==> src/logic/pump_predrv_consts.svh <==
// Timing and field constants for the pump motor pre-driver control logic.
// Assumes a 25 MHz reference clock; all counts are derived from it.
`ifndef PUMP_PREDRV_CONSTS_SVH
`define PUMP_PREDRV_CONSTS_SVH

// Reference clock period in picoseconds.
`define CLK_PERIOD_PS 40000
// Dead time step in nanoseconds, and number of steps.
`define DEAD_STEP_NS 250
`define DEAD_STEPS 24
// Dead time step in cycles, rounded up.
`define DEAD_STEP_CYC ((`DEAD_STEP_NS * 1000 + `CLK_PERIOD_PS - 1) / `CLK_PERIOD_PS)
// Switching window in nanoseconds; a longest time, so rounded down.
`define SW_WINDOW_NS 6000
`define SW_WINDOW_CYC ((`SW_WINDOW_NS * 1000) / `CLK_PERIOD_PS)
// Comparator filter and flyback debounce time in nanoseconds; a least time, rounded up.
`define FILTER_NS 3000
`define FILTER_CYC ((`FILTER_NS * 1000 + `CLK_PERIOD_PS - 1) / `CLK_PERIOD_PS)
// Battery-low disable delay in nanoseconds (plain default).
`define BATT_DELAY_NS 10000
`define BATT_DELAY_CYC ((`BATT_DELAY_NS * 1000 + `CLK_PERIOD_PS - 1) / `CLK_PERIOD_PS)
// Widths.
`define DEAD_SEL_W 5
`define THR_SEL_W 2
`define TIMER_W 10

`endif

==> src/logic/pump_predrv_pkg.sv <==
// Types shared by the pump motor pre-driver control logic.
// Assumes the constants header is on the include path.
package pump_predrv_pkg;

    // Gate sequencing state of the non-overlap controller.
    typedef enum logic [1:0] {
        GATE_IDLE,
        GATE_HIGH,
        GATE_RECIRC,
        GATE_DEAD
    } gate_state_t;

    // Selected drain-source threshold code.
    typedef logic [1:0] threshold_sel_t;

endpackage : pump_predrv_pkg

==> src/logic/pump_motor_predriver_ctrl.sv <==
// Control and diagnostic logic for a pump motor high-side and recirculation pre-driver.
// Assumes a 25 MHz ref_clk, asynchronous pins and a host that writes and reads plain ports.
//
// Summary of operation
// Gates follow commands; both high drives only the high-side gate.
// Synchronised command levels are readable as status outputs.
// Dead time between gate transitions is programmable in 24 steps.
// Gates turn on only without watchdog reset, with enable, without faults.
// Disabled pre-driver holds both gates low.
// High-side gate turn-on timeout drops that gate, flags, rearms on command edge.
// High-side gate turn-off timeout drops both gates, flags, clears enable.
// Fault-cleared enable keeps gates off until host sets it; flags clear on read.
// Flyback comparator held past 3 us after turn-off shuts down and flags.
// FET turn-on timeout drops high-side gate, flags, rearms on command edge.
// Two-bit threshold select picks one of four turn-on thresholds.
// FET turn-off timeout drops both gates, flags, clears enable.
// Recirculation turn-on timeout only flags; the gate keeps being driven.
// Recirculation turn-off timeout drops both gates, flags, clears enable.
// Off comparators watched all off time; masked only around command transitions.
// Enable rising from low to high starts no masking.
// Ground loss while enabled drops gates until active mode returns.
// Persistent battery-low turns the pre-driver off until it clears.
// Opposite gate waits the programmed dead time before turning on.
// Comparators are deglitched; window timers start at gate command edges.
`include "pump_predrv_consts.svh"

module pump_motor_predriver_ctrl
    import pump_predrv_pkg::*;
#(
    parameter int SW_WINDOW_CYC = `SW_WINDOW_CYC,
    parameter int FILTER_CYC = `FILTER_CYC,
    parameter int BATT_DELAY_CYC = `BATT_DELAY_CYC
) (
    input wire logic ref_clk,
    input wire logic rst_n,
    input wire logic high_side_cmd_in,
    input wire logic recirc_cmd_in,
    input wire logic watchdogReset,
    input wire logic enableSet,
    input wire logic enableClear,
    input wire logic [`DEAD_SEL_W-1:0] deadTimeSel,
    input wire pump_predrv_pkg::threshold_sel_t thresholdSelIn,
    input wire logic faultRead,
    input wire logic highGateOnCmp,
    input wire logic high_side_off_comparator,
    input wire logic flybackCmp,
    input wire logic high_side_fet_monitor,
    input wire logic fet_off_comparator,
    input wire logic recircOnCmp,
    input wire logic recirc_off_comparator,
    input wire logic groundLoss,
    input wire logic activeMode,
    input wire logic batteryLow,
    output logic high_side_gate_out,
    output logic recirc_gate_out,
    output logic motorEnable,
    output logic highCmdStatus,
    output logic recircCmdStatus,
    output pump_predrv_pkg::threshold_sel_t drain_source_threshold_sel,
    output logic highOnFault,
    output logic highOffFault,
    output logic flybackFault,
    output logic fetOnFault,
    output logic fetOffFault,
    output logic recircOnFault,
    output logic recircOffFault
);

    // ==========================================================
    // Input synchronisation and filtering
    // ==========================================================
    localparam int NIN = 11;
    logic [NIN-1:0] rawIns;
    logic [NIN-1:0] cleanIns;
    logic highCmd, recircCmd, hgOn, hgOff, flyb, fetOn, fetOff, rgOn, rgOff, gndLoss, battLow;

    assign rawIns = {high_side_cmd_in, recirc_cmd_in, highGateOnCmp, high_side_off_comparator,
                     flybackCmp, high_side_fet_monitor, fet_off_comparator, recircOnCmp,
                     recirc_off_comparator, groundLoss, batteryLow};
    assign {highCmd, recircCmd, hgOn, hgOff, flyb, fetOn, fetOff, rgOn, rgOff, gndLoss,
            battLow} = cleanIns;

    // comparator deglitch
    genvar gi;
    generate
        for (gi = 0; gi < NIN; gi++) begin : g_in
            input_deglitch #(
                .FILTER_CYC((gi >= 9 || gi < 2) ? 1 : FILTER_CYC),
                .CNT_W(`TIMER_W)
            ) u_in (
                .ref_clk(ref_clk),
                .rst_n(rst_n),
                .rawIn(rawIns[gi]),
                .cleanOut(cleanIns[gi])
            );
        end
    endgenerate

    // ==========================================================
    // Fault detection state
    // ==========================================================
    logic highCmd_q, enable_q, groundLatch_q, hsBlock_q;
    logic [`TIMER_W-1:0] onTimer_q, offTimer_q, rOnTimer_q, rOffTimer_q, battTimer_q;
    logic onWin_q, offWin_q, rOnWin_q, rOffWin_q;
    logic [`TIMER_W-1:0] flyTimer_q;
    logic gateH_q, gateR_q;
    gate_state_t state_q, state_d;
    logic [`TIMER_W-1:0] dead_q, dead_d;
    logic [6:0] flags_q;
    logic hsRise, gateHRise, gateHFall, gateRRise, gateRFall;
    logic hgOnTo, hgOffTo, fetOnTo, fetOffTo, rgOnTo, rgOffTo, flyTo;
    logic shutdownEvt, hsDropEvt, battOff, allowOn;
    logic [6:0] flagSet;
    logic gateH_d, gateR_d;

    // Timeout test reused by every switching window.
    function automatic logic timedOut(input logic [`TIMER_W-1:0] cnt, input int limit);
        timedOut = cnt >= `TIMER_W'(limit);
    endfunction : timedOut

    assign hsRise = highCmd && !highCmd_q;
    assign gateHRise = gateH_d && !gateH_q;
    assign gateHFall = !gateH_d && gateH_q;
    assign gateRRise = gateR_d && !gateR_q;
    assign gateRFall = !gateR_d && gateR_q;

    // high gate turn-on timeout
    assign hgOnTo = onWin_q && !hgOn && timedOut(onTimer_q, SW_WINDOW_CYC);
    // FET turn-on timeout
    assign fetOnTo = onWin_q && !fetOn && timedOut(onTimer_q, SW_WINDOW_CYC);
    // high gate turn-off timeout; R15 checked only outside the transition mask
    assign hgOffTo = offWin_q && !hgOff && timedOut(offTimer_q, SW_WINDOW_CYC);
    // FET turn-off timeout
    assign fetOffTo = offWin_q && !fetOff && timedOut(offTimer_q, SW_WINDOW_CYC);
    // recirculation turn-on timeout
    assign rgOnTo = rOnWin_q && !rgOn && timedOut(rOnTimer_q, SW_WINDOW_CYC);
    // recirculation turn-off timeout
    assign rgOffTo = rOffWin_q && !rgOff && timedOut(rOffTimer_q, SW_WINDOW_CYC);
    // flyback debounce after turn-off
    assign flyTo = !gateH_q && flyb && timedOut(flyTimer_q, FILTER_CYC);

    assign shutdownEvt = hgOffTo || fetOffTo || rgOffTo || flyTo;
    assign hsDropEvt = hgOnTo || fetOnTo;
    // battery-low delay
    assign battOff = timedOut(battTimer_q, BATT_DELAY_CYC);
    // gate permission; R17 ground latch blocks
    assign allowOn = !watchdogReset && enable_q && !groundLatch_q && !battOff && !shutdownEvt;
    assign flagSet = {hgOnTo, hgOffTo, flyTo, fetOnTo, fetOffTo, rgOnTo, rgOffTo};

    // ==========================================================
    // Non-overlap gate sequencer
    // ==========================================================
    // command decode; R19 dead time before the opposite gate
    always_comb begin
        state_d = state_q;
        dead_d = dead_q;
        case (state_q)
            GATE_IDLE: begin
                if (highCmd)
                    state_d = GATE_HIGH;
                else if (recircCmd)
                    state_d = GATE_RECIRC;
            end
            GATE_HIGH: begin
                if (!highCmd) begin
                    state_d = GATE_DEAD;
                    // R3 24-step dead time
                    dead_d = `TIMER_W'((deadTimeSel >= `DEAD_SEL_W'(`DEAD_STEPS) ?
                        `DEAD_STEPS : deadTimeSel + 1) * `DEAD_STEP_CYC);
                end
            end
            GATE_RECIRC: begin
                // Either command change leaves through the dead time.
                if (highCmd || !recircCmd) begin
                    state_d = GATE_DEAD;
                    dead_d = `TIMER_W'((deadTimeSel >= `DEAD_SEL_W'(`DEAD_STEPS) ?
                        `DEAD_STEPS : deadTimeSel + 1) * `DEAD_STEP_CYC);
                end
            end
            GATE_DEAD: begin
                if (dead_q <= `TIMER_W'(1))
                    state_d = GATE_IDLE;
                else
                    dead_d = dead_q - 1'b1;
            end
            default: state_d = GATE_IDLE;
        endcase
    end

    // disabled holds gates low; R6 high-side drop until rearm
    assign gateH_d = allowOn && !hsBlock_q && !hsDropEvt && state_q == GATE_HIGH;
    // recirculation gate stays driven on its own turn-on fault
    assign gateR_d = allowOn && state_q == GATE_RECIRC;

    always_ff @(posedge ref_clk or negedge rst_n) begin
        if (!rst_n) begin
            state_q <= GATE_IDLE;
            dead_q <= '0;
            gateH_q <= 1'b0;
            gateR_q <= 1'b0;
            highCmd_q <= 1'b0;
        end else begin
            state_q <= state_d;
            dead_q <= dead_d;
            gateH_q <= gateH_d;
            gateR_q <= gateR_d;
            highCmd_q <= highCmd;
        end
    end

    // ==========================================================
    // Switching window timers
    // ==========================================================
    // timers start at gate edges; R16 enable edge alone never restarts a mask
    always_ff @(posedge ref_clk or negedge rst_n) begin
        if (!rst_n) begin
            onTimer_q <= '0;
            offTimer_q <= '0;
            rOnTimer_q <= '0;
            rOffTimer_q <= '0;
            onWin_q <= 1'b0;
            offWin_q <= 1'b0;
            rOnWin_q <= 1'b0;
            rOffWin_q <= 1'b0;
        end else begin
            onTimer_q <= gateHRise ? '0 : (timedOut(onTimer_q, SW_WINDOW_CYC) ? onTimer_q
                                                                  : onTimer_q + 1'b1);
            offTimer_q <= gateHFall ? '0 : (timedOut(offTimer_q, SW_WINDOW_CYC) ? offTimer_q
                                                                   : offTimer_q + 1'b1);
            rOnTimer_q <= gateRRise ? '0 : (timedOut(rOnTimer_q, SW_WINDOW_CYC) ? rOnTimer_q
                                                                   : rOnTimer_q + 1'b1);
            rOffTimer_q <= gateRFall ? '0 : (timedOut(rOffTimer_q, SW_WINDOW_CYC) ? rOffTimer_q
                                                                     : rOffTimer_q + 1'b1);
            // On windows check once per edge; off windows stay armed through the off state.
            onWin_q <= gateHRise || (onWin_q && gateH_q && !hgOnTo && !fetOnTo);
            offWin_q <= gateHFall || (offWin_q && !gateH_q);
            rOnWin_q <= gateRRise || (rOnWin_q && gateR_q && !rgOnTo);
            rOffWin_q <= gateRFall || (rOffWin_q && !gateR_q);
        end
    end

    // flyback watched through the whole off state.
    always_ff @(posedge ref_clk or negedge rst_n) begin
        if (!rst_n) begin
            flyTimer_q <= '0;
            battTimer_q <= '0;
        end else begin
            flyTimer_q <= (gateH_q || !flyb || !offWin_q) ? '0 :
                          (timedOut(flyTimer_q, FILTER_CYC) ? flyTimer_q : flyTimer_q + 1'b1);
            battTimer_q <= !battLow ? '0 : (battOff ? battTimer_q : battTimer_q + 1'b1);
        end
    end

    // ==========================================================
    // Enable, latches and status
    // ==========================================================
    // enable cleared by fault until host sets it
    always_ff @(posedge ref_clk or negedge rst_n) begin
        if (!rst_n) begin
            enable_q <= 1'b0;
            hsBlock_q <= 1'b0;
            groundLatch_q <= 1'b0;
            flags_q <= '0;
        end else begin
            if (shutdownEvt)
                enable_q <= 1'b0;
            else if (enableSet)
                enable_q <= 1'b1;
            else if (enableClear)
                enable_q <= 1'b0;
            // rearm on next rising command edge; R10 same rearm
            if (hsDropEvt)
                hsBlock_q <= 1'b1;
            else if (hsRise)
                hsBlock_q <= 1'b0;
            // ground loss latch
            if (gndLoss && enable_q)
                groundLatch_q <= 1'b1;
            else if (activeMode && !gndLoss)
                groundLatch_q <= 1'b0;
            // clear on read, a new event wins
            flags_q <= (faultRead ? '0 : flags_q) | flagSet;
        end
    end

    // command status; R11 threshold select
    always_ff @(posedge ref_clk or negedge rst_n) begin
        if (!rst_n) begin
            highCmdStatus <= 1'b0;
            recircCmdStatus <= 1'b0;
            drain_source_threshold_sel <= '0;
            high_side_gate_out <= 1'b0;
            recirc_gate_out <= 1'b0;
            motorEnable <= 1'b0;
            {highOnFault, highOffFault, flybackFault, fetOnFault, fetOffFault,
             recircOnFault, recircOffFault} <= '0;
        end else begin
            highCmdStatus <= highCmd;
            recircCmdStatus <= recircCmd;
            drain_source_threshold_sel <= thresholdSelIn;
            high_side_gate_out <= gateH_d;
            recirc_gate_out <= gateR_d;
            motorEnable <= enable_q;
            {highOnFault, highOffFault, flybackFault, fetOnFault, fetOffFault,
             recircOnFault, recircOffFault} <= (faultRead ? '0 : flags_q) | flagSet;
        end
    end

endmodule : pump_motor_predriver_ctrl

==> src/logic/input_deglitch.sv <==
// Three-flop synchroniser with an agreement filter and a hold-time deglitcher.
// Assumes the input is asynchronous to ref_clk.
module input_deglitch #(
    parameter int FILTER_CYC = 1,
    parameter int CNT_W = 8
) (
    input wire logic ref_clk,
    input wire logic rst_n,
    input wire logic rawIn,
    output logic cleanOut
);

    logic syncA_q;
    logic syncB_q;
    logic syncC_q;
    logic agree;
    logic [CNT_W-1:0] holdCnt_q;
    logic [CNT_W-1:0] holdCnt_d;
    logic clean_d;

    // The first stage is read only by the second stage.
    always_ff @(posedge ref_clk or negedge rst_n) begin
        if (!rst_n) begin
            syncA_q <= 1'b0;
            syncB_q <= 1'b0;
            syncC_q <= 1'b0;
        end else begin
            syncA_q <= rawIn;
            syncB_q <= syncA_q;
            syncC_q <= syncB_q;
        end
    end

    // A change only counts when the last two stages agree and differ from the output.
    assign agree = (syncB_q == syncC_q) && (syncC_q != cleanOut);
    assign holdCnt_d = agree ? holdCnt_q + 1'b1 : '0;
    assign clean_d = (agree && holdCnt_q >= CNT_W'(FILTER_CYC - 1)) ? syncC_q : cleanOut;

    always_ff @(posedge ref_clk or negedge rst_n) begin
        if (!rst_n) begin
            holdCnt_q <= '0;
            cleanOut <= 1'b0;
        end else begin
            holdCnt_q <= (clean_d != cleanOut) ? '0 : holdCnt_d;
            cleanOut <= clean_d;
        end
    end

endmodule : input_deglitch

==> config.mk <==
export PLATFORM = sky130hd
export DESIGN_NAME = pump_motor_predriver_ctrl
export DESIGN_NICKNAME = d
export VERILOG_FILES = /design/src/logic/pump_predrv_pkg.sv /design/src/logic/pump_motor_predriver_ctrl.sv /design/src/logic/input_deglitch.sv
export VERILOG_INCLUDE_DIRS = /design/src /design/src/logic
export SDC_FILE = /design/constraint.sdc
export NUM_CORES = 1
export LEC_CHECK = 0
export ABC_AREA = 1
export ABC_CLOCK_PERIOD_IN_PS = 1900
export BUFFER_PORTS_ARGS = -buffer_cell sky130_fd_sc_hd__buf_2
export CAP_MARGIN = 15
export CORE_UTILIZATION = 34
export CTS_CLUSTER_SIZE = 10
export DETAILED_ROUTE_END_ITERATION = 10
export PLACE_DENSITY_LB_ADDON = 0.08
export SLEW_MARGIN = 20
export SYNTH_ARGS = -nofsm -noshare
export SYNTH_HDL_FRONTEND = slang
export SYNTH_SLANG_ARGS = --single-unit
==> constraint.sdc <==
create_clock -name ref_clk -period 1.9 [get_ports ref_clk]
set_input_delay 0.285 -clock ref_clk [delete_from_list [all_inputs] [get_ports ref_clk]]
set_output_delay 0.285 -clock ref_clk [all_outputs]
set_load 0.05 [all_outputs]
==> results.json <==
{
  "status": "finished with violations",
  "failed_checks": "setup timing",
  "synth-simple-area-share_pct": 18.8,
  "cp.required_ns": 2.29,
  "synth_xor_area_share_pct": 4.80,
  "fin_crit_sh_pct": 104,
  "routedWlPerCell_um": 11.3,
  "setup-violations-final": 6,
  "num_vias": 6686,
  "synthTopCellsByCount": "dfrtp_1, nand2_1, nor2_1",
  "dp_hpwl_mm": 11.8,
  "grt_pass1_vias": 6531,
  "port-buffer-count": 38,
  "clock-skew-final_ns": 0.0108,
  "synthTopCellsByArea": "dfrtp_1, nand2_1, nor2_1, inv_1, ha_1",
  "postSynthAreaPerCell_um2": 9.29,
  "cts_buffers": 25,
  "setup.worst_path.start_class": "primary input",
  "drc": 0,
  "r2r-start": "offTimer_q[1]",
  "crit_fanout": 2,
  "cts_root_buf": "clkbuf_16",
  "fillCellCount": 2709,
  "ir_drop_v": 0.000637,
  "globalRouteOverflowTotal": 0,
  "ys_async_sr_fraction_pct": 100,
  "drive_above_1_share_pct": 19.5,
  "avgViaCountPerCell": 4.27,
  "multi_input_area_um2": 4040,
  "core_um2": 27200,
  "worst_slack_ns": -0.0678,
  "rows": 60,
  "min_period_ns": 1.97,
  "cp-end-kind": "register",
  "seqCellArea_um2": 5180,
  "grt_setup_unrepaired": "true",
  "clock_sinks": 207,
  "yosys_warnings": 0,
  "critPathLaunch": "deadTimeSel[1]",
  "power_leakage_nw": 5.80,
  "place.gp.congestion": 0.747,
  "grt_usage_pct": 12.9,
  "die_h_um": 169,
  "h-tree-depth": 1,
  "max_cap_violations": 0,
  "cp_data_arrival_time_ns": 2.36,
  "antenna_cells": 0,
  "wirelength_mm": 17.7,
  "drt_first_pass_iters": 4,
  "critPathBufInv": 4,
  "ios": 39,
  "worstPathCellList": "buf_8 > ha_4 > nand2_4 > inv_4 > fa_1 > ha_2 > inv_2 > fa_2 > inv_2 > nand3_2 > nand2_2 > nand2_2 > nand2_1 > nor2_1 > o21ai_1 > o21ai_1",
  "worstSetupPathType": "in2reg",
  "critPathMaxStageDelay_ns": 0.54,
  "synth_top_area_share_pct": 54.6,
  "slowest_stage": "fa_1",
  "path_delay_family": "adder cells",
  "maxClockFrequency_ghz": 0.508,
  "fin_nets": 1257,
  "dp_worst_setup_slack_ns": -0.694,
  "clk_pin_slew_ns": 0.05,
  "grt_pass1_wl_mm": 30.6,
  "syn2layout_area_growth_pct": 25.2,
  "finalHoldViolCount": 0,
  "clock_latency_ns": 0.51,
  "grt_max_degree": 51,
  "synth.most_common_cell": "dfrtp_1",
  "die-area_um2": 28600,
  "synth_edf_count": 0,
  "hp-start": "enableSet",
  "whs_ns": 0.119,
  "yosysUniqueCellTypes": 37,
  "synth_seq_cells": 207,
  "synthFlopType": "dfrtp_1",
  "cts_tree": "built",
  "muxShareOfSynthArea_pct": 0,
  "slew_viol_final": 0,
  "synth_area_um2": 9500,
  "clk_path_buf_depth": 3,
  "cellPowerDensity_nw_per_um2": 1030,
  "yosys.area_share.adder_pct": 7.09,
  "antenna_found_initial": 0,
  "synth-compound-area-share_pct": 8.18,
  "synth_top_area_cell": "dfrtp_1",
  "hold_path_class": "in2reg",
  "drtIter0Drc": 325,
  "die_width_um": 169,
  "antenna_left": 0,
  "yosysSeqAreaShare_pct": 54.6,
  "power_mw": 12.3,
  "synthCells": 1022,
  "synth_top_family_by_area": "simple AND/OR/NAND/NOR gates",
  "start_util_pct": 34.9
}
## final cells by class
type                            count  area share (%)
Sequential cell                   207            43.6
Timing Repair Buffer              118            7.91
Inverter                          153            4.88
Clock inverter                      1          0.0421
Clock buffer                       33            5.68
Multi-Input combinational cell    680            34.0
Tap cell                          372            3.92
## cells by family (layout without fill, tap and decap cells)
logic type | after synthesis | in the layout
compound gates | 133 | 133
xor+xnor | 52 | 52
fa+ha+maj | 51 | 51
buf+inv | 161 | 305
flops | 207 | 207
other cells | 1 | 25
simple gates | 417 | 419
## report_power, final
part	internal, mW	switching (mW)	total (mW)	leakage [nW]
combinational	1.26	1.67	2.93	2.93
clock	2.43	1.72	4.15	0.333
sequential	4.86	0.348	5.21	2.53
total	8.56	3.74	12.3	5.80
## routing by layer
layer	share of wire, %	track usage (%)	up-vias
li1	-	-	3542
met1	51	17.7	3041
met3	3.3	2.48	29
met5	0	0	-
met4	2.6	3.88	0
met2	43	20.7	74
## placed cells by master, fill, tap and decap left out, types with 9 or more instances in the layout
master | netlist | routed
inv_1 | 150 | 132
buf_2 | 1 | 34
dlygate4sd3_1 | 0 | 15
a21oi_1 | 32 | 32
conb_1 | 1 | 25
inv_2 | 3 | 19
o21ai_0 | 59 | 50
nand2_2 | 9 | 27
o21ai_1 | 1 | 9
nor3_1 | 31 | 29
dfrtp_1 | 207 | 207
nand2_1 | 158 | 136
o31ai_1 | 9 | 9
nor2_1 | 151 | 143
clkbuf_16 | 0 | 26
ha_1 | 41 | 33
a21oi_2 | 9 | 9
buf_4 | 0 | 55
nand3_1 | 45 | 42
xor2_1 | 44 | 44
## worst min-delay path: stages
cell and delay, ns:
buf_2 0.07, a21oi_1 0.04, nor3_1 0.17
## registers in the layout (all words and copies together) (netlist names), 7 cells and up, named ones only
register             cells
battTimer_q             10
dead_q                  10
flags_q                  7
flyTimer_q              10
g_in.u_in.cleanOut      11
g_in.u_in.holdCnt_q     70
g_in.u_in.syncA_q       11
g_in.u_in.syncB_q       11
g_in.u_in.syncC_q       11
offTimer_q              10
onTimer_q               10
rOffTimer_q             10
rOnTimer_q              10
## worst paths after layout
| path | slack, ns | cells after the start | endpoint |
|---|---|---|---|
| setup / recovery | -0.07 | 16 | dead_q[6] |
| hold / removal | 0.12 | 3 | enable_q |
| setup reg to reg | -0.01 | 14 | rOnTimer_q[9] |
| hold reg to reg | 0.34 | 0 | g_in[1].u_in.syncB_q |
| max in group asynchronous | 0.93 | 3 | g_in[3].u_in.holdCnt_q[0] |
| min in group asynchronous | 0.26 | 2 | battTimer_q[2] |
## metrics by stage
stage	setup TNS, ns	utilization [%]	cell area [µm²]	cells
2_1_floorplan	-1.75	-	9630	1046
3_3_place_gp	-3.21	39.2	10700	1499
3_5_place_dp	-3.46	39.2	10700	1499
4_1_cts	-0.0779	42.7	11600	1550
5_1_grt	-1.60	43.7	11900	1564
6_report	-0.144	43.7	11900	1564
## timing repair
item / in CTS / in global routing
endpoints found under the hold margin: 55 / 0
cloned: 0 / 3
setup buffers: 2 / 11
hold buffers: 15 / 0
pin swaps: 14 / 21
gates resized for setup: 19 / 65
setup endpoints to repair: 19 / 53
No activity file was read; power rests on OpenSTA's default activity.
